$ cat src/rtl/smbarp_pkg.sv
package smbarp_pkg;
  // Default bus address, seven bits
  localparam logic [6:0] DEF_ADDR = 7'h61;
  // General command codes
  localparam logic [7:0] CMD_GEN_RESET = 8'h02;
  localparam logic [7:0] CMD_GET_UNIQUE_DEVICE_IDENTIFIER = 8'h03;
  localparam logic [7:0] CMD_ASSIGN = 8'h04;
  localparam logic [7:0] CMD_GENERAL_MAX = 8'h1f;
  localparam logic [7:0] CMD_DIRECTED_MAX = 8'hfd;
  // Block byte count and reply layout
  localparam logic [7:0] UNIQUE_DEVICE_IDENTIFIER_COUNT = 8'h11;
  localparam logic [4:0] IDX_COUNT = 5'h00;
  localparam logic [4:0] IDX_UNIQUE_DEVICE_IDENTIFIER_POS = 5'h10;
  localparam logic [4:0] IDX_ADDR = 5'h11;
  localparam logic [4:0] IDX_PEC = 5'h12;
  localparam logic [4:0] IDX_UNIQUE_DEVICE_IDENTIFIER_TOP = 5'h0f;
  localparam logic [4:0] IDX_ZERO = 5'h00;
  localparam logic [4:0] IDX_STEP = 5'h01;
  // Reply address when no valid address is held
  localparam logic [7:0] ADDR_INVALID_BYTE = 8'hff;
  // Checksum
  localparam logic [7:0] CRC_POLY = 8'h07;
  localparam logic [7:0] CRC_INIT = 8'h00;
  localparam logic [6:0] ADDR_RESET = 7'h7f;

  typedef enum logic [9:0] {
    ST_IDLE      = 10'h001,
    ST_CMD       = 10'h002,
    ST_RESET_PEC = 10'h004,
    ST_UNIQUE_DEVICE_IDENTIFIER_WAIT = 10'h008,
    ST_SEND      = 10'h010,
    ST_AA_COUNT  = 10'h020,
    ST_AA_UNIQUE_DEVICE_IDENTIFIER   = 10'h040,
    ST_AA_ADDR   = 10'h080,
    ST_AA_PEC    = 10'h100,
    ST_IGNORE    = 10'h200
  } smbarp_state_t;
endpackage

$ cat src/rtl/smbarp_slave.sv
`timescale 1ns/1ps
// Summary of operation
// [RULE1] Resets are send-byte with checksum to default
// [RULE2] General reset clears resolved; valid unless persistent
// [RULE3] Accepted reset requests a new random field
// [RULE4] General reset bytes are always acknowledged
// [RULE5] Master treats missing ack as no device
// [RULE6] Resets touch only resolution state, nothing else
// [RULE7] General identifier query answered only while unresolved
// [RULE8] Reply: count, identifier high to low, address, checksum
// [RULE9] Reply address byte lsb is always one
// [RULE10] Invalid address replies all ones in upper bits
// [RULE11] Master treats early nack as none left
// [RULE12] Identifier mismatch during assign nacks that byte
// [RULE13] Last identifier mismatch nacks last identifier byte
// [RULE14] Full match adopts address, sets flags, persists
// [RULE15] Assigned address lsb is ignored
// [RULE16] Assign is processed even when already resolved
// [RULE17] Bad assign checksum is nacked and discarded
// [RULE18] Master treats assign nack as device absent
// [RULE19] Directed identifier query answered only when valid
// [RULE20] Directed reset needs own address and valid flag
// [RULE21] Master treats directed nack as no device
// [RULE22] Directed command: address in bits seven to one
// [RULE23] Identifier query is 03, assign is 04
// [RULE24] Reply byte count is seventeen
// [RULE25] Checksum is crc8 over every byte incl. addresses
// [RULE26] Assign is block write: count, identifier, address
module smbarp_slave (
  // Clock and reset
  input wire logic sys_clk,
  input wire logic reset_n,
  // Byte layer events
  input wire logic frameStart,
  input wire logic frameStop,
  input wire logic rxValid,
  input wire logic [7:0] rxData,
  input wire logic txReq,
  input wire logic txNack,
  // Byte layer answers
  output logic ackValid,
  output logic ackOk,
  output logic txValid,
  output logic [7:0] txData,
  // Device options and identity
  input wire logic [127:0] uniqueDeviceIdentifier,
  input wire logic persistentAddressOption,
  input wire logic randomNumberOption,
  input wire logic persistValidIn,
  input wire logic [6:0] persistAddrIn,
  // Resolution state
  output logic addressResolvedFlag,
  output logic addressValidFlag,
  output logic [6:0] slaveAddress,
  output logic persistWrite,
  output logic [6:0] persistAddrOut,
  output logic randomRegen
);

  function automatic logic [7:0] crc8Next(input logic [7:0] c,
                                          input logic [7:0] d);
    logic [7:0] r;
    r = c ^ d;
    for (int i = 0; i < 8; i++) begin
      r = r[7] ? ({r[6:0], 1'b0} ^ smbarp_pkg::CRC_POLY) : {r[6:0], 1'b0};
    end
    return r;
  endfunction

  function automatic logic [7:0] udidByte(input logic [127:0] u,
                                          input logic [3:0] i);
    return u[{i, 3'b000} +: 8];
  endfunction

  smbarp_pkg::smbarp_state_t state_q, state_d;
  logic expectAddr_q, directed_q, loadPending_q;
  logic [7:0] crc_q;
  logic [4:0] byteIdx_q, sentIdx_q;
  logic [6:0] newAddr_q, slaveAddr_q, persistAddr_q;
  logic ar_q, av_q, ackValid_q, ackOk_q, txValid_q;
  logic persistWrite_q, randomRegen_q;
  logic [7:0] txData_q;
  logic rxAck;

  // Byte decoding
  wire dataByte = rxValid && !expectAddr_q;
  wire [7:0] writeAddr = {smbarp_pkg::DEF_ADDR, 1'b0};
  wire [7:0] readAddr = {smbarp_pkg::DEF_ADDR, 1'b1};
  wire isGenReset = rxData == smbarp_pkg::CMD_GEN_RESET;
  wire isGetUdid = rxData == smbarp_pkg::CMD_GET_UNIQUE_DEVICE_IDENTIFIER;
  wire isAssign = rxData == smbarp_pkg::CMD_ASSIGN;
  wire directedMine = rxData > smbarp_pkg::CMD_GENERAL_MAX
    && rxData <= smbarp_pkg::CMD_DIRECTED_MAX
    && rxData[7:1] == slaveAddr_q && av_q; // [RULE22] [RULE19] [RULE20]
  wire pecMatch = rxData == crc_q; // [RULE25]
  wire udidMatch = rxData
    == udidByte(uniqueDeviceIdentifier, byteIdx_q[3:0]); // [RULE12]
  wire lastUdid = byteIdx_q == smbarp_pkg::IDX_ZERO;
  wire inSend = state_q == smbarp_pkg::ST_SEND;
  wire keepCrc = state_q == smbarp_pkg::ST_UNIQUE_DEVICE_IDENTIFIER_WAIT;
  wire resetAccept = dataByte && state_q == smbarp_pkg::ST_RESET_PEC
    && pecMatch;
  wire assignAccept = dataByte && state_q == smbarp_pkg::ST_AA_PEC
    && pecMatch; // [RULE17]

  // Reply byte selection
  wire [4:0] udidPos = smbarp_pkg::IDX_UNIQUE_DEVICE_IDENTIFIER_POS - byteIdx_q;
  wire [7:0] replyAddr = av_q ? {slaveAddr_q, 1'b1}
    : smbarp_pkg::ADDR_INVALID_BYTE; // [RULE9] [RULE10]
  wire [7:0] txByteSel =
    (byteIdx_q == smbarp_pkg::IDX_COUNT) ? smbarp_pkg::UNIQUE_DEVICE_IDENTIFIER_COUNT :
    (byteIdx_q == smbarp_pkg::IDX_ADDR) ? replyAddr :
    (byteIdx_q >= smbarp_pkg::IDX_PEC) ? crc_q :
    udidByte(uniqueDeviceIdentifier, udidPos[3:0]); // [RULE8] [RULE24]

  // Command sequencing and ack decision
  always_comb begin
    state_d = state_q;
    rxAck = 1'b0;
    if (rxValid && expectAddr_q) begin
      if (state_q == smbarp_pkg::ST_UNIQUE_DEVICE_IDENTIFIER_WAIT && rxData == readAddr) begin
        rxAck = 1'b1;
        state_d = smbarp_pkg::ST_SEND;
      end else if (state_q == smbarp_pkg::ST_IDLE && rxData == writeAddr) begin
        rxAck = 1'b1; // [RULE1]
        state_d = smbarp_pkg::ST_CMD;
      end else begin
        state_d = smbarp_pkg::ST_IGNORE;
      end
    end else if (rxValid) begin
      case (state_q)
        smbarp_pkg::ST_CMD: begin
          if (isGenReset) begin
            rxAck = 1'b1; // [RULE4]
            state_d = smbarp_pkg::ST_RESET_PEC;
          end else if (isGetUdid && !ar_q) begin
            rxAck = 1'b1; // [RULE7] [RULE23]
            state_d = smbarp_pkg::ST_UNIQUE_DEVICE_IDENTIFIER_WAIT;
          end else if (isAssign) begin
            rxAck = 1'b1; // [RULE16] [RULE23]
            state_d = smbarp_pkg::ST_AA_COUNT;
          end else if (directedMine) begin
            rxAck = 1'b1; // [RULE22]
            state_d = rxData[0] ? smbarp_pkg::ST_UNIQUE_DEVICE_IDENTIFIER_WAIT
              : smbarp_pkg::ST_RESET_PEC;
          end else begin
            state_d = smbarp_pkg::ST_IGNORE;
          end
        end
        smbarp_pkg::ST_RESET_PEC: begin
          rxAck = pecMatch || !directed_q; // [RULE4] [RULE20]
          state_d = smbarp_pkg::ST_IGNORE;
        end
        smbarp_pkg::ST_AA_COUNT: begin
          rxAck = rxData == smbarp_pkg::UNIQUE_DEVICE_IDENTIFIER_COUNT; // [RULE26]
          state_d = rxAck ? smbarp_pkg::ST_AA_UNIQUE_DEVICE_IDENTIFIER : smbarp_pkg::ST_IGNORE;
        end
        smbarp_pkg::ST_AA_UNIQUE_DEVICE_IDENTIFIER: begin
          rxAck = udidMatch; // [RULE12] [RULE13]
          state_d = !udidMatch ? smbarp_pkg::ST_IGNORE :
            lastUdid ? smbarp_pkg::ST_AA_ADDR : smbarp_pkg::ST_AA_UNIQUE_DEVICE_IDENTIFIER;
        end
        smbarp_pkg::ST_AA_ADDR: begin
          rxAck = 1'b1;
          state_d = smbarp_pkg::ST_AA_PEC;
        end
        smbarp_pkg::ST_AA_PEC: begin
          rxAck = pecMatch; // [RULE17]
          state_d = smbarp_pkg::ST_IGNORE;
        end
        default: begin
          state_d = smbarp_pkg::ST_IGNORE;
        end
      endcase
    end
    if (inSend && (txNack
        || (txReq && byteIdx_q >= smbarp_pkg::IDX_PEC))) begin
      state_d = smbarp_pkg::ST_IGNORE;
    end
    if (frameStop || (frameStart && !keepCrc)) begin
      state_d = smbarp_pkg::ST_IDLE;
    end
  end

  always_ff @(posedge sys_clk or negedge reset_n) begin
    if (!reset_n) begin
      state_q <= smbarp_pkg::ST_IDLE;
      expectAddr_q <= 1'b0;
      directed_q <= 1'b0;
    end else begin
      state_q <= state_d;
      expectAddr_q <= frameStart || (expectAddr_q && !rxValid && !frameStop);
      if (dataByte && state_q == smbarp_pkg::ST_CMD) begin
        directed_q <= !isGenReset;
      end
    end
  end

  // Checksum over received and sent bytes
  always_ff @(posedge sys_clk or negedge reset_n) begin
    if (!reset_n) begin
      crc_q <= smbarp_pkg::CRC_INIT;
    end else if (frameStart && !keepCrc) begin
      crc_q <= smbarp_pkg::CRC_INIT;
    end else if (rxValid) begin
      crc_q <= crc8Next(crc_q, rxData); // [RULE25]
    end else if (txReq && inSend) begin
      crc_q <= crc8Next(crc_q, txByteSel); // [RULE25]
    end
  end

  // Byte index for reply and identifier compare
  always_ff @(posedge sys_clk or negedge reset_n) begin
    if (!reset_n) begin
      byteIdx_q <= smbarp_pkg::IDX_ZERO;
    end else if (state_q == smbarp_pkg::ST_UNIQUE_DEVICE_IDENTIFIER_WAIT) begin
      byteIdx_q <= smbarp_pkg::IDX_ZERO;
    end else if (state_q == smbarp_pkg::ST_AA_COUNT) begin
      byteIdx_q <= smbarp_pkg::IDX_UNIQUE_DEVICE_IDENTIFIER_TOP;
    end else if (txReq && inSend) begin
      byteIdx_q <= byteIdx_q + smbarp_pkg::IDX_STEP;
    end else if (dataByte && state_q == smbarp_pkg::ST_AA_UNIQUE_DEVICE_IDENTIFIER) begin
      byteIdx_q <= byteIdx_q - smbarp_pkg::IDX_STEP;
    end
  end

  // Resolution flags and address; nothing else is reset here
  always_ff @(posedge sys_clk or negedge reset_n) begin
    if (!reset_n) begin
      loadPending_q <= 1'b1;
      ar_q <= 1'b0;
      av_q <= 1'b0;
      slaveAddr_q <= smbarp_pkg::ADDR_RESET;
      newAddr_q <= smbarp_pkg::ADDR_RESET;
    end else begin
      loadPending_q <= 1'b0;
      if (dataByte && state_q == smbarp_pkg::ST_AA_ADDR) begin
        newAddr_q <= rxData[7:1]; // [RULE15]
      end
      if (loadPending_q) begin
        av_q <= persistentAddressOption && persistValidIn;
        slaveAddr_q <= persistAddrIn;
      end else if (assignAccept) begin
        slaveAddr_q <= newAddr_q; // [RULE14]
        ar_q <= 1'b1; // [RULE14]
        av_q <= 1'b1; // [RULE14]
      end else if (resetAccept) begin
        ar_q <= 1'b0; // [RULE2] [RULE20] [RULE6]
        if (!persistentAddressOption) begin
          av_q <= 1'b0; // [RULE2] [RULE20]
        end
      end
    end
  end

  // Answers to the byte layer and side effects
  always_ff @(posedge sys_clk or negedge reset_n) begin
    if (!reset_n) begin
      ackValid_q <= 1'b0;
      ackOk_q <= 1'b0;
      txValid_q <= 1'b0;
      txData_q <= smbarp_pkg::CRC_INIT;
      sentIdx_q <= smbarp_pkg::IDX_ZERO;
      persistWrite_q <= 1'b0;
      persistAddr_q <= smbarp_pkg::ADDR_RESET;
      randomRegen_q <= 1'b0;
    end else begin
      ackValid_q <= rxValid;
      ackOk_q <= rxAck;
      txValid_q <= txReq && inSend;
      txData_q <= txByteSel;
      sentIdx_q <= byteIdx_q;
      persistWrite_q <= assignAccept && persistentAddressOption; // [RULE14]
      persistAddr_q <= newAddr_q;
      randomRegen_q <= resetAccept && randomNumberOption; // [RULE3]
    end
  end

  assign ackValid = ackValid_q;
  assign ackOk = ackOk_q;
  assign txValid = txValid_q;
  assign txData = txData_q;
  assign addressResolvedFlag = ar_q;
  assign addressValidFlag = av_q;
  assign slaveAddress = slaveAddr_q;
  assign persistWrite = persistWrite_q;
  assign persistAddrOut = persistAddr_q;
  assign randomRegen = randomRegen_q;

  // Checks
  wire genResetPec = dataByte && state_q == smbarp_pkg::ST_RESET_PEC
    && !directed_q;
  wire cmdByte = dataByte && state_q == smbarp_pkg::ST_CMD;
endmodule // smbarp_slave

$ cat config.mk
export PLATFORM = sky130hd
export DESIGN_NAME = smbarp_slave
export DESIGN_NICKNAME = d
export VERILOG_FILES = /design/src/rtl/smbarp_pkg.sv /design/src/rtl/smbarp_slave.sv
export SDC_FILE = /design/constraint.sdc
export NUM_CORES = 1
export LEC_CHECK = 0
export ABC_CLOCK_PERIOD_IN_PS = 5290
export BUFFER_PORTS_ARGS = -buffer_cell sky130_fd_sc_hd__buf_4
export CAP_MARGIN = 25
export CORE_UTILIZATION = 29
export DETAILED_ROUTE_END_ITERATION = 12
export SLEW_MARGIN = 0
export SYNTH_ARGS = -nofsm -noshare
export SYNTH_HDL_FRONTEND = slang
export SYNTH_SLANG_ARGS = --single-unit
$ cat constraint.sdc
create_clock -name sys_clk -period 5.29 [get_ports sys_clk]
set_input_delay 0.2645 -clock sys_clk [delete_from_list [all_inputs] [get_ports sys_clk]]
set_output_delay 0.2645 -clock sys_clk [all_outputs]
set_load 0.03 [all_outputs]
==> results of run 1 <==
-- final cells by class --
class	instances	share of cell area
multi-input combinational	435	0.526
clock buffer	10	0.0319
clock inverter	6	0.00830
tap	270	0.0431
inverter	18	0.00862
sequential	62	0.202
timing repair buffer	188	0.180
-- registers in the layout (all words and copies together), names as in the netlist --
register / cells
expectAddr_q: 1
state_q: 10
persistWrite: 1
slaveAddress: 7
byteIdx_q: 5
directed_q: 1
crc_q: 8
persistAddrOut: 7
newAddr_q: 7
randomRegen: 1
loadPending_q: 1
ackValid: 1
txData: 8
addressValidFlag: 1
addressResolvedFlag: 1
ackOk: 1
txValid: 1
-- final timing paths --
| check | cells past startpoint | slack (ns) | end | start |
|---|---|---|---|---|
| max | 12 | 1.41 | crc_q[7]$_DFFE_PN0P_ | byteIdx_q[0]$_DFFE_PN0P_ |
| min | 1 | 0.04 | state_q[8]$_DFFE_PN0P_ | reset_n |
| max reg2reg | 12 | 1.41 | crc_q[7]$_DFFE_PN0P_ | byteIdx_q[0]$_DFFE_PN0P_ |
| min reg2reg | 0 | 0.37 | persistAddrOut[3]$_DFF_PN1_ | newAddr_q[3]$_DFFE_PN1P_ |
| max in group asynchronous | 1 | 4.65 | byteIdx_q[0]$_DFFE_PN0P_ | reset_n |
| min in group sys_clk | 1 | 0.10 | ackValid$_DFF_PN0_ | rxValid |
-- power groups by stage --
| stage | logic (µW) | clock network (µW) | registers, µW |
|---|---|---|---|
| finish | 605 | 627 | 581 |
| global route | 665 | 662 | 586 |
| CTS | 605 | 639 | 579 |
| detailed placement | 599 | 0 | 587 |
| global placement | 601 | 0 | 586 |
| floorplan | 392 | 0 | 583 |
-- placed cells by master, fill, tap and decap left out, types with 15 or more instances in the layout --
master	count
nand2_1	57
a21oi_1	35
nor2_1	22
buf_4	188
o21ai_0	26
dfrtp_1	38
inv_1	18
mux4_2	74
mux2i_1	20
xor2_1	15
dfstp_2	23
xnor2_1	36
-- logic make-up (layout without fill, tap and decap cells) --
group,count (synthesis),after routing,share of synthesized area
fa+ha+maj,10,10,0.0223
mux,103,103,0.330
xor+xnor,54,54,0.0832
flops,62,62,0.265
simple gates,148,148,0.128
buf+inv,56,222,0.0433
compound gates,119,119,0.127
other cells,1,1,0.000630
-- worst register-to-register path, stage by stage, from the launching register on --
cell,delay (ns)
dfrtp_4,0.84
inv_1,0.30
ha_1,0.34
xnor2_2,0.14
buf_4,0.34
mux4_2,0.38
mux4_2,0.55
nor3_1,0.20
nor2_1,0.08
nor2_2,0.19
xor2_1,0.20
xnor2_1,0.14
o21ai_1,0.08
-- synth_stat cells (8+ instances only) --
cell type / count
dfrtp_1: 39
a21oi_1: 35
clkbuf_1: 20
nor2_1: 22
mux4_2: 74
mux2_2: 9
inv_1: 18
nand2_1: 57
xnor2_1: 36
a31oi_1: 8
dfstp_2: 23
buf_2: 8
mux2i_1: 20
nand3_1: 13
xor2_1: 15
o21ai_0: 26
ha_1: 9
-- stage by stage --
step	worst slack, ns	util	area [µm²]	hold WS, ns	std cells
detailed placement	1.39	0.372	7510	0.364	972
CTS	1.36	0.388	7830	0.0541	988
finish	1.41	0.388	7840	0.0384	989
global placement	1.44	0.372	7510	0.364	972
floorplan	1.51	-	5960	-0.0311	553
global route	1.00	0.388	7840	0.0894	989
-- routing by layer --
metal,share of wire,wire length [µm],vias up,global-route usage
met5,0,0,-,0
met1,0.44,8340,2599,0.246
met3,0.072,1360,21,0.0352
met4,0.020,375,0,0.0526
li1,-,-,2454,-
met2,0.47,8910,241,0.295
==> report_table.html, run 1 <==
<table>
<tr><th>Metric</th><th>Value</th></tr>
<tr><th colspan="2">Power and ir drop</th></tr>
<tr><td>Portion of total power attributed to the clock network</td><td>0.346</td></tr>
<tr><td>Worst vdd ir</td><td>0.164 mV</td></tr>
<tr><td>Total power</td><td>around 1800 µW</td></tr>
<tr><td>Leakage dissipation</td><td>0.00323 µW</td></tr>
<tr><td>Proportion of power drawn by flip-flops and latches</td><td>0.320</td></tr>
<tr><td>Total internal power</td><td>1230 µW</td></tr>
<tr><td>Logic pwr share</td><td>0.334</td></tr>
<tr><td>Switching share of power</td><td>0.320</td></tr>
<tr><td>Power density over cell area</td><td>approximately 230 nW/µm²</td></tr>
<tr><td>Switching component of the power</td><td>roughly 580 µW</td></tr>
<tr><th colspan="2">Route</th></tr>
<tr><td>Per-cell routed wire length</td><td>19.2 µm</td></tr>
<tr><td>Routed Wire Length</td><td>19000 µm</td></tr>
<tr><td>Number of vias per cell</td><td>5.37</td></tr>
<tr><td>Number of nets with antenna violations after detailed routing</td><td>0</td></tr>
<tr><td>Detailed-route DRC error count</td><td>0</td></tr>
<tr><td>Vias</td><td>5315</td></tr>
<tr><td>Detailed Route Iter0 Violations</td><td>about 400</td></tr>
<tr><td>Number of search-and-repair iterations in the first detailed-routing pass</td><td>5</td></tr>
<tr><th colspan="2">STA</th></tr>
<tr><td>Headroom to the max-slew limit</td><td>0.398</td></tr>
<tr><td>Measured slew at the worst slew-check pin</td><td>0.897 ns</td></tr>
<tr><td>Max-slew violation total from the final report</td><td>0</td></tr>
<tr><td>Portion of the clock cycle consumed by the worst path in the final layout</td><td>0.733</td></tr>
<tr><td>Clock tree skew after final layout</td><td>0.00942 ns</td></tr>
<tr><td>Setup tns final</td><td>0 ns</td></tr>
<tr><td>Final count of hold timing violations</td><td>0</td></tr>
<tr><td>Final number of setup-violating endpoints</td><td>0</td></tr>
<tr><td>Post-layout min period</td><td>3.88 ns</td></tr>
<tr><td>RSZ-0062 raised after global routing</td><td>no</td></tr>
<tr><td>Max frequency</td><td>258 MHz</td></tr>
<tr><th colspan="2">Job</th></tr>
<tr><td>Total of max-cap violations</td><td>0</td></tr>
<tr><th colspan="2">Synthesis</th></tr>
<tr><td>Cell accounting for the most synthesized area</td><td>mux4_2</td></tr>
<tr><td>EDFF count, synth</td><td>0</td></tr>
<tr><td>Fraction of post-synthesis cell area in the top cell type by area</td><td>0.280</td></tr>
<tr><td>Number of warnings printed during yosys synthesis</td><td>0</td></tr>
<tr><td>Largest cells by area after synthesis</td><td>mux4_2, dfrtp_1, dfstp_2, xnor2_1, nand2_1</td></tr>
<tr><td>Synth Area per Inst</td><td>10.8 µm²</td></tr>
<tr><td>Flip-flop cell with the highest count after synthesis</td><td>dfrtp_1</td></tr>
<tr><td>Async set or reset register ratio after synthesis</td><td>1.00</td></tr>
<tr><td>Post-synthesis cell area</td><td>5960 µm²</td></tr>
<tr><td>Number of nets in the synthesized netlist</td><td>716</td></tr>
<tr><td>Cells after synthesis</td><td>553</td></tr>
<tr><td>Flip-flop and latch count after synthesis</td><td>just over 60</td></tr>
<tr><td>Sequential-to-total area share from yosys stat</td><td>0.265</td></tr>
<tr><td>Synth unique cells</td><td>between 60 and 70</td></tr>
<tr><th colspan="2">Worst setup path</th></tr>
<tr><td>Startpoint Class</td><td>flop</td></tr>
<tr><td>Required time of the critical path</td><td>5.51 ns</td></tr>
<tr><td>Worst setup path class</td><td>flop to flop</td></tr>
<tr><td>Series of cell instances along the critical path</td><td>inv_1 -&gt; ha_1 -&gt; xnor2_2 -&gt; buf_4 -&gt; mux4_2 -&gt; mux4_2 -&gt; nor3_1 -&gt; nor2_1 -&gt; nor2_2 -&gt; xor2_1 -&gt; xnor2_1 -&gt; o21ai_1</td></tr>
<tr><td>Cell type of the slowest stage on the worst timing path</td><td>dfrtp_4</td></tr>
<tr><td>Worst path arrival time</td><td>between 4 and 5 ns</td></tr>
<tr><td>Most prevalent standard cell on the critical path</td><td>mux4_2</td></tr>
<tr><td>Slowest Stage Delay on Critical Path</td><td>0.84 ns</td></tr>
<tr><td>Sort of element at the end of the critical path</td><td>flop</td></tr>
<tr><td>Cell type group with the largest total delay on the critical path</td><td>multiplexers</td></tr>
<tr><td>Count of buffering cells on the critical path with inverters included</td><td>2</td></tr>
<tr><td>Worst-path fanout max</td><td>37</td></tr>
<tr><th colspan="2">Finish</th></tr>
<tr><td>Area taken by flip-flops and latches</td><td>1580 µm²</td></tr>
<tr><td>Synth-to-layout area growth</td><td>31.5%</td></tr>
<tr><td>Area occupied by multi-input gates</td><td>4120 µm²</td></tr>
<tr><td>Net count reported at finish</td><td>a little under 900</td></tr>
<tr><td>Ratio of cells with drive above 1 in the final layout</td><td>0.455</td></tr>
<tr><td>Fill cell instance count of the final layout</td><td>approximately 2k</td></tr>
<tr><td>N_diodes</td><td>0</td></tr>
<tr><th colspan="2">Clock network</th></tr>
<tr><td>TritonCTS clock tree</td><td>yes</td></tr>
<tr><td>Post-CTS Hold Fix Bufs</td><td>0</td></tr>
<tr><td>Max clock buf depth</td><td>2</td></tr>
<tr><td>Worst skew pair latency</td><td>0.33 ns</td></tr>
<tr><td>Number of CTS-inserted buffers</td><td>9</td></tr>
<tr><td>Number of gates given a new drive strength after cts</td><td>0</td></tr>
<tr><td>Sinks on Clock Net</td><td>a little over 60</td></tr>
<tr><td>Root buf cell</td><td>clkbuf_16</td></tr>
<tr><td>H-tree level count</td><td>3</td></tr>
<tr><td>Buffers inserted by post-CTS timing repair</td><td>0</td></tr>
<tr><td>Clock-pin slew on the worst setup and hold paths</td><td>~0.060 ns</td></tr>
<tr><th colspan="2">GRT</th></tr>
<tr><td>Global-route congestion overflow total</td><td>0</td></tr>
<tr><td>Overall Global Routing Usage</td><td>0.182</td></tr>
<tr><td>Initial antenna violation count</td><td>0</td></tr>
<tr><td>Maximum number of pins on one net before global-route repair</td><td>63</td></tr>
<tr><td>Wire length of the first global-routing pass</td><td>29800 µm</td></tr>
<tr><td>Vias in the first global route</td><td>5276</td></tr>
<tr><th colspan="2">Floorplan</th></tr>
<tr><td>Area of the die</td><td>21100 µm²</td></tr>
<tr><td>Number of placement rows</td><td>52</td></tr>
<tr><td>Ports placed on the boundary</td><td>182</td></tr>
<tr><td>Total core area</td><td>slightly above 20000 µm²</td></tr>
<tr><td>Width of the chip</td><td>145 µm</td></tr>
<tr><td>Starting density of the core</td><td>0.295</td></tr>
<tr><td>Die extent in y</td><td>roughly 150 µm</td></tr>
<tr><th colspan="2">Run status</th></tr>
<tr><td>Result of the run</td><td>finished, final reports clean</td></tr>
<tr><th colspan="2">Placed design</th></tr>
<tr><td>Estimated wirelength of the detail-placed design</td><td>15200 µm</td></tr>
<tr><td>Final weighted congestion in routability-driven placement</td><td>between 0.8 and 0.9</td></tr>
<tr><td>Input/output buffers</td><td>~180</td></tr>
<tr><th colspan="2">Worst hold path</th></tr>
<tr><td>Worst hold path class</td><td>primary input to async pin</td></tr>
</table>
(Power assumes the default switching activity.)
==> inputs of run 2 (changes only) <==
--- a/config.mk
+++ b/config.mk
@@ -5,7 +5,8 @@
 export SDC_FILE = /design/constraint.sdc
 export NUM_CORES = 1
 export LEC_CHECK = 0
-export ABC_CLOCK_PERIOD_IN_PS = 5290
+export ABC_AREA = 1
+export ABC_CLOCK_PERIOD_IN_PS = 3450
 export BUFFER_PORTS_ARGS = -buffer_cell sky130_fd_sc_hd__buf_4
 export CAP_MARGIN = 25
 export CORE_UTILIZATION = 29
==> constraint.sdc (replaced) <==
create_clock -name sys_clk -period 3.45 [get_ports sys_clk]
set_input_delay 0.1725 -clock sys_clk [delete_from_list [all_inputs] [get_ports sys_clk]]
set_output_delay 0.1725 -clock sys_clk [all_outputs]
set_load 0.03 [all_outputs]
==> run 2 against run 1 <==
Effect of this change: clock power grew 48%; sequential cell count is the same; global-route usage grew 3.3 points; via count grew 41%; clock-buffer cell count grew 2; total power grew 61%; first-iteration DRC count grew 38%; sequential power grew 52%; clock skew shrank 0.0020 ns; final area grew 4.2%.
==> report_table.html, run 2 <==
<table>
<tr><th>Metric</th><th>Value</th></tr>
<tr><th colspan="2">Floorplan</th></tr>
<tr><td>Total core area</td><td>21300 µm² (+5.5%)</td></tr>
<tr><td>Die extent in y</td><td>150 µm (+3.4%)</td></tr>
<tr><td>Starting density of the core</td><td>0.299 (+0.00384)</td></tr>
<tr><td>Area of the die</td><td>22600 µm² (+6.8%)</td></tr>
<tr><td>Number of placement rows</td><td>53 (+1.9%)</td></tr>
<tr><td>Width of the chip</td><td>150 µm (+3.4%)</td></tr>
<tr><td>Ports placed on the boundary</td><td>182 (unchanged)</td></tr>
<tr><th colspan="2">Job</th></tr>
<tr><td>Total of max-cap violations</td><td>0 (unchanged)</td></tr>
<tr><th colspan="2">GRT</th></tr>
<tr><td>Initial antenna violation count</td><td>1 (+1)</td></tr>
<tr><td>Maximum number of pins on one net before global-route repair</td><td>65 (+3.2%)</td></tr>
<tr><td>Overall Global Routing Usage</td><td>0.214 (+0.0326)</td></tr>
<tr><td>Global-route congestion overflow total</td><td>0 (unchanged)</td></tr>
<tr><td>Wire length of the first global-routing pass</td><td>37500 µm (+26%)</td></tr>
<tr><td>Vias in the first global route</td><td>7143 (+35%)</td></tr>
<tr><th colspan="2">Worst hold path</th></tr>
<tr><td>Worst hold path class</td><td>primary input to flop</td></tr>
<tr><td>Hold path cells</td><td>2</td></tr>
<tr><th colspan="2">Worst setup path</th></tr>
<tr><td>Slowest Stage Delay on Critical Path</td><td>0.46 ns (-0.38 ns)</td></tr>
<tr><td>Series of cell instances along the critical path</td><td>inv_4 -&gt; ha_1 -&gt; inv_2 -&gt; nand3_1 -&gt; nand3_1 -&gt; nand3_1 -&gt; nand2_1 -&gt; nand2_1 -&gt; nand2_1 -&gt; nand2_1 -&gt; nand2_2 -&gt; nand2_1 -&gt; nand2_1 -&gt; nand2_1 -&gt; nand2_1 -&gt; nand2_1 -&gt; nand2_1 -&gt; nand2_1 -&gt; nand2_1 -&gt; nand2_1</td></tr>
<tr><td>Startpoint Class</td><td>flop</td></tr>
<tr><td>Worst path arrival time</td><td>3.11 ns (-0.98 ns)</td></tr>
<tr><td>Cell type of the slowest stage on the worst timing path</td><td>inv_2</td></tr>
<tr><td>Cell count along the critical path</td><td>20 (+8)</td></tr>
<tr><td>Worst-path fanout max</td><td>33 (-11%)</td></tr>
<tr><td>Worst setup path class</td><td>flop to flop</td></tr>
<tr><td>Cell type group with the largest total delay on the critical path</td><td>simple AND/OR/NAND/NOR gates</td></tr>
<tr><td>Required time of the critical path</td><td>3.67 ns (-1.84 ns)</td></tr>
<tr><td>Count of buffering cells on the critical path with inverters included</td><td>2 (unchanged)</td></tr>
<tr><td>Most prevalent standard cell on the critical path</td><td>nand2_1</td></tr>
<tr><td>Sort of element at the end of the critical path</td><td>flop</td></tr>
<tr><td>R2R depth</td><td>20 (+8)</td></tr>
<tr><th colspan="2">STA</th></tr>
<tr><td>Portion of the clock cycle consumed by the worst path in the final layout</td><td>0.839 (+0.106)</td></tr>
<tr><td>Hold Slack</td><td>0.0424 ns (+0.00401 ns)</td></tr>
<tr><td>Post-layout min period</td><td>2.89 ns (-0.982 ns)</td></tr>
<tr><td>Headroom to the max-slew limit</td><td>0.470 (+0.0711)</td></tr>
<tr><td>Clock tree skew after final layout</td><td>0.00738 ns (-0.00204 ns)</td></tr>
<tr><td>Setup tns final</td><td>0 ns (unchanged)</td></tr>
<tr><td>Final number of setup-violating endpoints</td><td>0 (unchanged)</td></tr>
<tr><td>Max-slew violation total from the final report</td><td>0 (unchanged)</td></tr>
<tr><td>Final count of hold timing violations</td><td>0 (unchanged)</td></tr>
<tr><td>Max frequency</td><td>346 MHz (+34%)</td></tr>
<tr><td>Measured slew at the worst slew-check pin</td><td>0.796 ns (-0.102 ns)</td></tr>
<tr><td>RSZ-0062 raised after global routing</td><td>no</td></tr>
<tr><th colspan="2">Route</th></tr>
<tr><td>Vias</td><td>7495 (+41%)</td></tr>
<tr><td>Number of search-and-repair iterations in the first detailed-routing pass</td><td>7 (+2)</td></tr>
<tr><td>Routed Wire Length</td><td>23800 µm (+26%)</td></tr>
<tr><td>Number of nets with antenna violations after detailed routing</td><td>0 (unchanged)</td></tr>
<tr><td>Per-cell routed wire length</td><td>16.2 µm (-15%)</td></tr>
<tr><td>Detailed-route DRC error count</td><td>0 (unchanged)</td></tr>
<tr><td>Number of vias per cell</td><td>5.11 (-5.0%)</td></tr>
<tr><td>Detailed Route Iter0 Violations</td><td>553 (+38%)</td></tr>
<tr><th colspan="2">Synthesis</th></tr>
<tr><td>Fraction of synthesized cell area in xor and xnor cells</td><td>0.0326 (-0.0506)</td></tr>
<tr><td>Synthesized-area fraction occupied by adder cells</td><td>0.0208 (-0.00144)</td></tr>
<tr><td>Synth unique cells</td><td>54 (-17%)</td></tr>
<tr><td>Main combinational cell family by area after synthesis</td><td>simple AND/OR/NAND/NOR gates</td></tr>
<tr><td>Multiplexer fraction of the synthesized cell area</td><td>0.00334 (-0.327)</td></tr>
<tr><td>Largest cells by area after synthesis</td><td>nand2_1, nand3_1, dfrtp_1, dfstp_2, inv_1</td></tr>
<tr><td>Compound-gate portion of the synthesized area</td><td>0.122 (-0.00525)</td></tr>
<tr><td>Fraction of the mapped netlist area in simple logic gates</td><td>0.464 (+0.336)</td></tr>
<tr><td>Flip-flop and latch count after synthesis</td><td>62 (unchanged)</td></tr>
<tr><td>Synth Area per Inst</td><td>6.18 µm² (-43%)</td></tr>
<tr><td>Number of warnings printed during yosys synthesis</td><td>0 (unchanged)</td></tr>
<tr><td>Most common library cells after synthesis</td><td>nand2_1, nand3_1, inv_1, o21ai_0, nor2_1</td></tr>
<tr><td>Cells after synthesis</td><td>1031 (+86%)</td></tr>
<tr><td>Fraction of post-synthesis cell area in the top cell type by area</td><td>0.184 (-0.0959)</td></tr>
<tr><td>Post-synthesis cell area</td><td>6370 µm² (+6.9%)</td></tr>
<tr><td>Sequential-to-total area share from yosys stat</td><td>0.248 (-0.0171)</td></tr>
<tr><td>EDFF count, synth</td><td>0 (unchanged)</td></tr>
<tr><td>Leading cell type by number of instances after synthesis</td><td>nand2_1</td></tr>
<tr><td>Cell accounting for the most synthesized area</td><td>nand2_1</td></tr>
<tr><td>Flip-flop cell with the highest count after synthesis</td><td>dfrtp_1</td></tr>
<tr><td>Async set or reset register ratio after synthesis</td><td>1.00 (unchanged)</td></tr>
<tr><td>Number of nets in the synthesized netlist</td><td>1194 (+67%)</td></tr>
<tr><th colspan="2">Power and ir drop</th></tr>
<tr><td>Total power</td><td>2920 µW (+61%)</td></tr>
<tr><td>Power density over cell area</td><td>358 nW/µm² (+55%)</td></tr>
<tr><td>Worst vdd ir</td><td>0.272 mV (+66%)</td></tr>
<tr><td>Leakage dissipation</td><td>0.00409 µW (+27%)</td></tr>
<tr><th colspan="2">Finish</th></tr>
<tr><td>Number of flip-flops in the largest register</td><td>10 (unchanged)</td></tr>
<tr><td>Top register by number of flip-flops</td><td>state_q</td></tr>
<tr><td>Commonest non-fill, non-tap cell in the layout</td><td>nand2_1</td></tr>
<tr><td>Fin cells</td><td>1468 (+48%)</td></tr>
<tr><td>Synth-to-layout area growth</td><td>28.2%</td></tr>
<tr><td>Commonest non-fill, non-tap cells in the layout</td><td>nand2_1, nand3_1, buf_4, inv_1, o21ai_0</td></tr>
<tr><td>Ratio of cells with drive above 1 in the final layout</td><td>0.249 (-0.206)</td></tr>
<tr><td>Fill cell instance count of the final layout</td><td>2287 (+12%)</td></tr>
<tr><td>Net count reported at finish</td><td>1350 (+54%)</td></tr>
<tr><td>Area taken by flip-flops and latches</td><td>1580 µm² (-0.16%)</td></tr>
<tr><td>Area occupied by multi-input gates</td><td>4100 µm² (-0.55%)</td></tr>
<tr><th colspan="2">Placed design</th></tr>
<tr><td>Input/output buffers</td><td>181 (unchanged)</td></tr>
<tr><td>Final weighted congestion in routability-driven placement</td><td>0.944 (+7.8%)</td></tr>
<tr><td>Estimated wirelength of the detail-placed design</td><td>18700 µm (+23%)</td></tr>
<tr><td>Placed Cells incl. Taps</td><td>1450 (+49%)</td></tr>
<tr><th colspan="2">Clock network</th></tr>
<tr><td>Sinks on Clock Net</td><td>62 (unchanged)</td></tr>
<tr><td>Clock-pin slew on the worst setup and hold paths</td><td>0.06 ns (about the same)</td></tr>
<tr><td>H-tree level count</td><td>3 (unchanged)</td></tr>
<tr><td>Number of CTS-inserted buffers</td><td>9 (unchanged)</td></tr>
<tr><td>TritonCTS clock tree</td><td>yes</td></tr>
<tr><td>Root buf cell</td><td>clkbuf_16</td></tr>
<tr><td>Number of gates given a new drive strength after cts</td><td>0 (unchanged)</td></tr>
<tr><td>Max clock buf depth</td><td>2 (unchanged)</td></tr>
<tr><td>Worst skew pair latency</td><td>0.33 ns (about the same)</td></tr>
<tr><th colspan="2">Run status</th></tr>
<tr><td>Result of the run</td><td>finished, final reports clean</td></tr>
</table>
## run 2: cell types whose count changed after synthesis, moves of 25 or more
cell | previous run | this run
nand2_1 | 57 | 312
nand3_1 | 13 | 205
inv_1 | 18 | 93
mux4_2 | 74 | 0
nor2_1 | 22 | 47
o21ai_0 | 26 | 51
## run 2: layout make-up
| class | count | share of cell area |
|---|---|---|
| clock buffer | 12 | 0.0316 |
| timing repair buffer | 189 | 0.174 |
| inverter | 108 | 0.0506 |
| multi-input combinational | 817 | 0.502 |
| sequential | 62 | 0.194 |
| clock inverter | 4 | 0.00552 |
| antenna | 1 | 0.000307 |
| tap | 275 | 0.0422 |
## run 2: worst reg2reg max path, stage by stage (launching register included)
cell,delay (ns)
dfrtp_1,0.40
inv_4,0.23
ha_1,0.31
inv_2,0.46
nand3_1,0.17
nand3_1,0.11
nand3_1,0.07
nand2_1,0.12
nand2_1,0.07
nand2_1,0.08
nand2_1,0.09
nand2_2,0.10
nand2_1,0.07
nand2_1,0.12
nand2_1,0.06
nand2_1,0.06
nand2_1,0.05
nand2_1,0.06
nand2_1,0.05
nand2_1,0.08
nand2_1,0.04
## run 2: repair_timing
item                                    4_1_cts  5_1_grt
endpoints found under the hold margin        39        0
endpoints found under the setup margin        0        0
buffers inserted                              0        0
hold buffers                                  1        0
## run 2: per-stage QoR
step	setup slack (ns)	util	area, µm²
global placement	0.589	0.369	7850
floorplan	0.925	-	6370
detailed placement	0.616	0.369	7850
global route	0.259	0.383	8160
CTS	0.598	0.383	8160
finish	0.556	0.383	8160
## run 2: where the power goes
part	total [µW]	internal [µW]	switching, µW
combinational	1110	461	648
clock	928	599	329
sequential	884	789	95.6
total	2920	1850	1070
## run 2: per-layer routing
layer / wire length [µm] / GRT usage / part of all wire
met1: 10200 / 0.269 / 0.43
met2: 11600 / 0.369 / 0.49
met3: 1460 / 0.0388 / 0.061
met4: 628 / 0.0682 / 0.026
met5: 0 / 0 / 0
## run 2: cell families after synthesis
kind of cell               after synthesis
and+or+nand+nor                        651
AOI/OAI and AO/OA                      131
other                                    1
adders and majority gates               10
DFF                                     62
xor gates and xnor gates                22
buffers and inverters                  152
muxes                                    2
## run 2: final timing paths
check	from	slack, ns	end
hold / removal	frameStop	0.04	expectAddr_q$_DFF_PN0_
setup reg to reg	byteIdx_q[1]$_DFFE_PN0P_	0.56	crc_q[3]$_DFFE_PN0P_
setup / recovery	byteIdx_q[1]$_DFFE_PN0P_	0.56	crc_q[3]$_DFFE_PN0P_
max in group asynchronous	reset_n	2.39	byteIdx_q[0]$_DFFE_PN0P_
min in group asynchronous	reset_n	0.46	txData[3]$_DFF_PN0_
hold reg to reg	newAddr_q[5]$_DFFE_PN1P_	0.37	persistAddrOut[5]$_DFF_PN1_
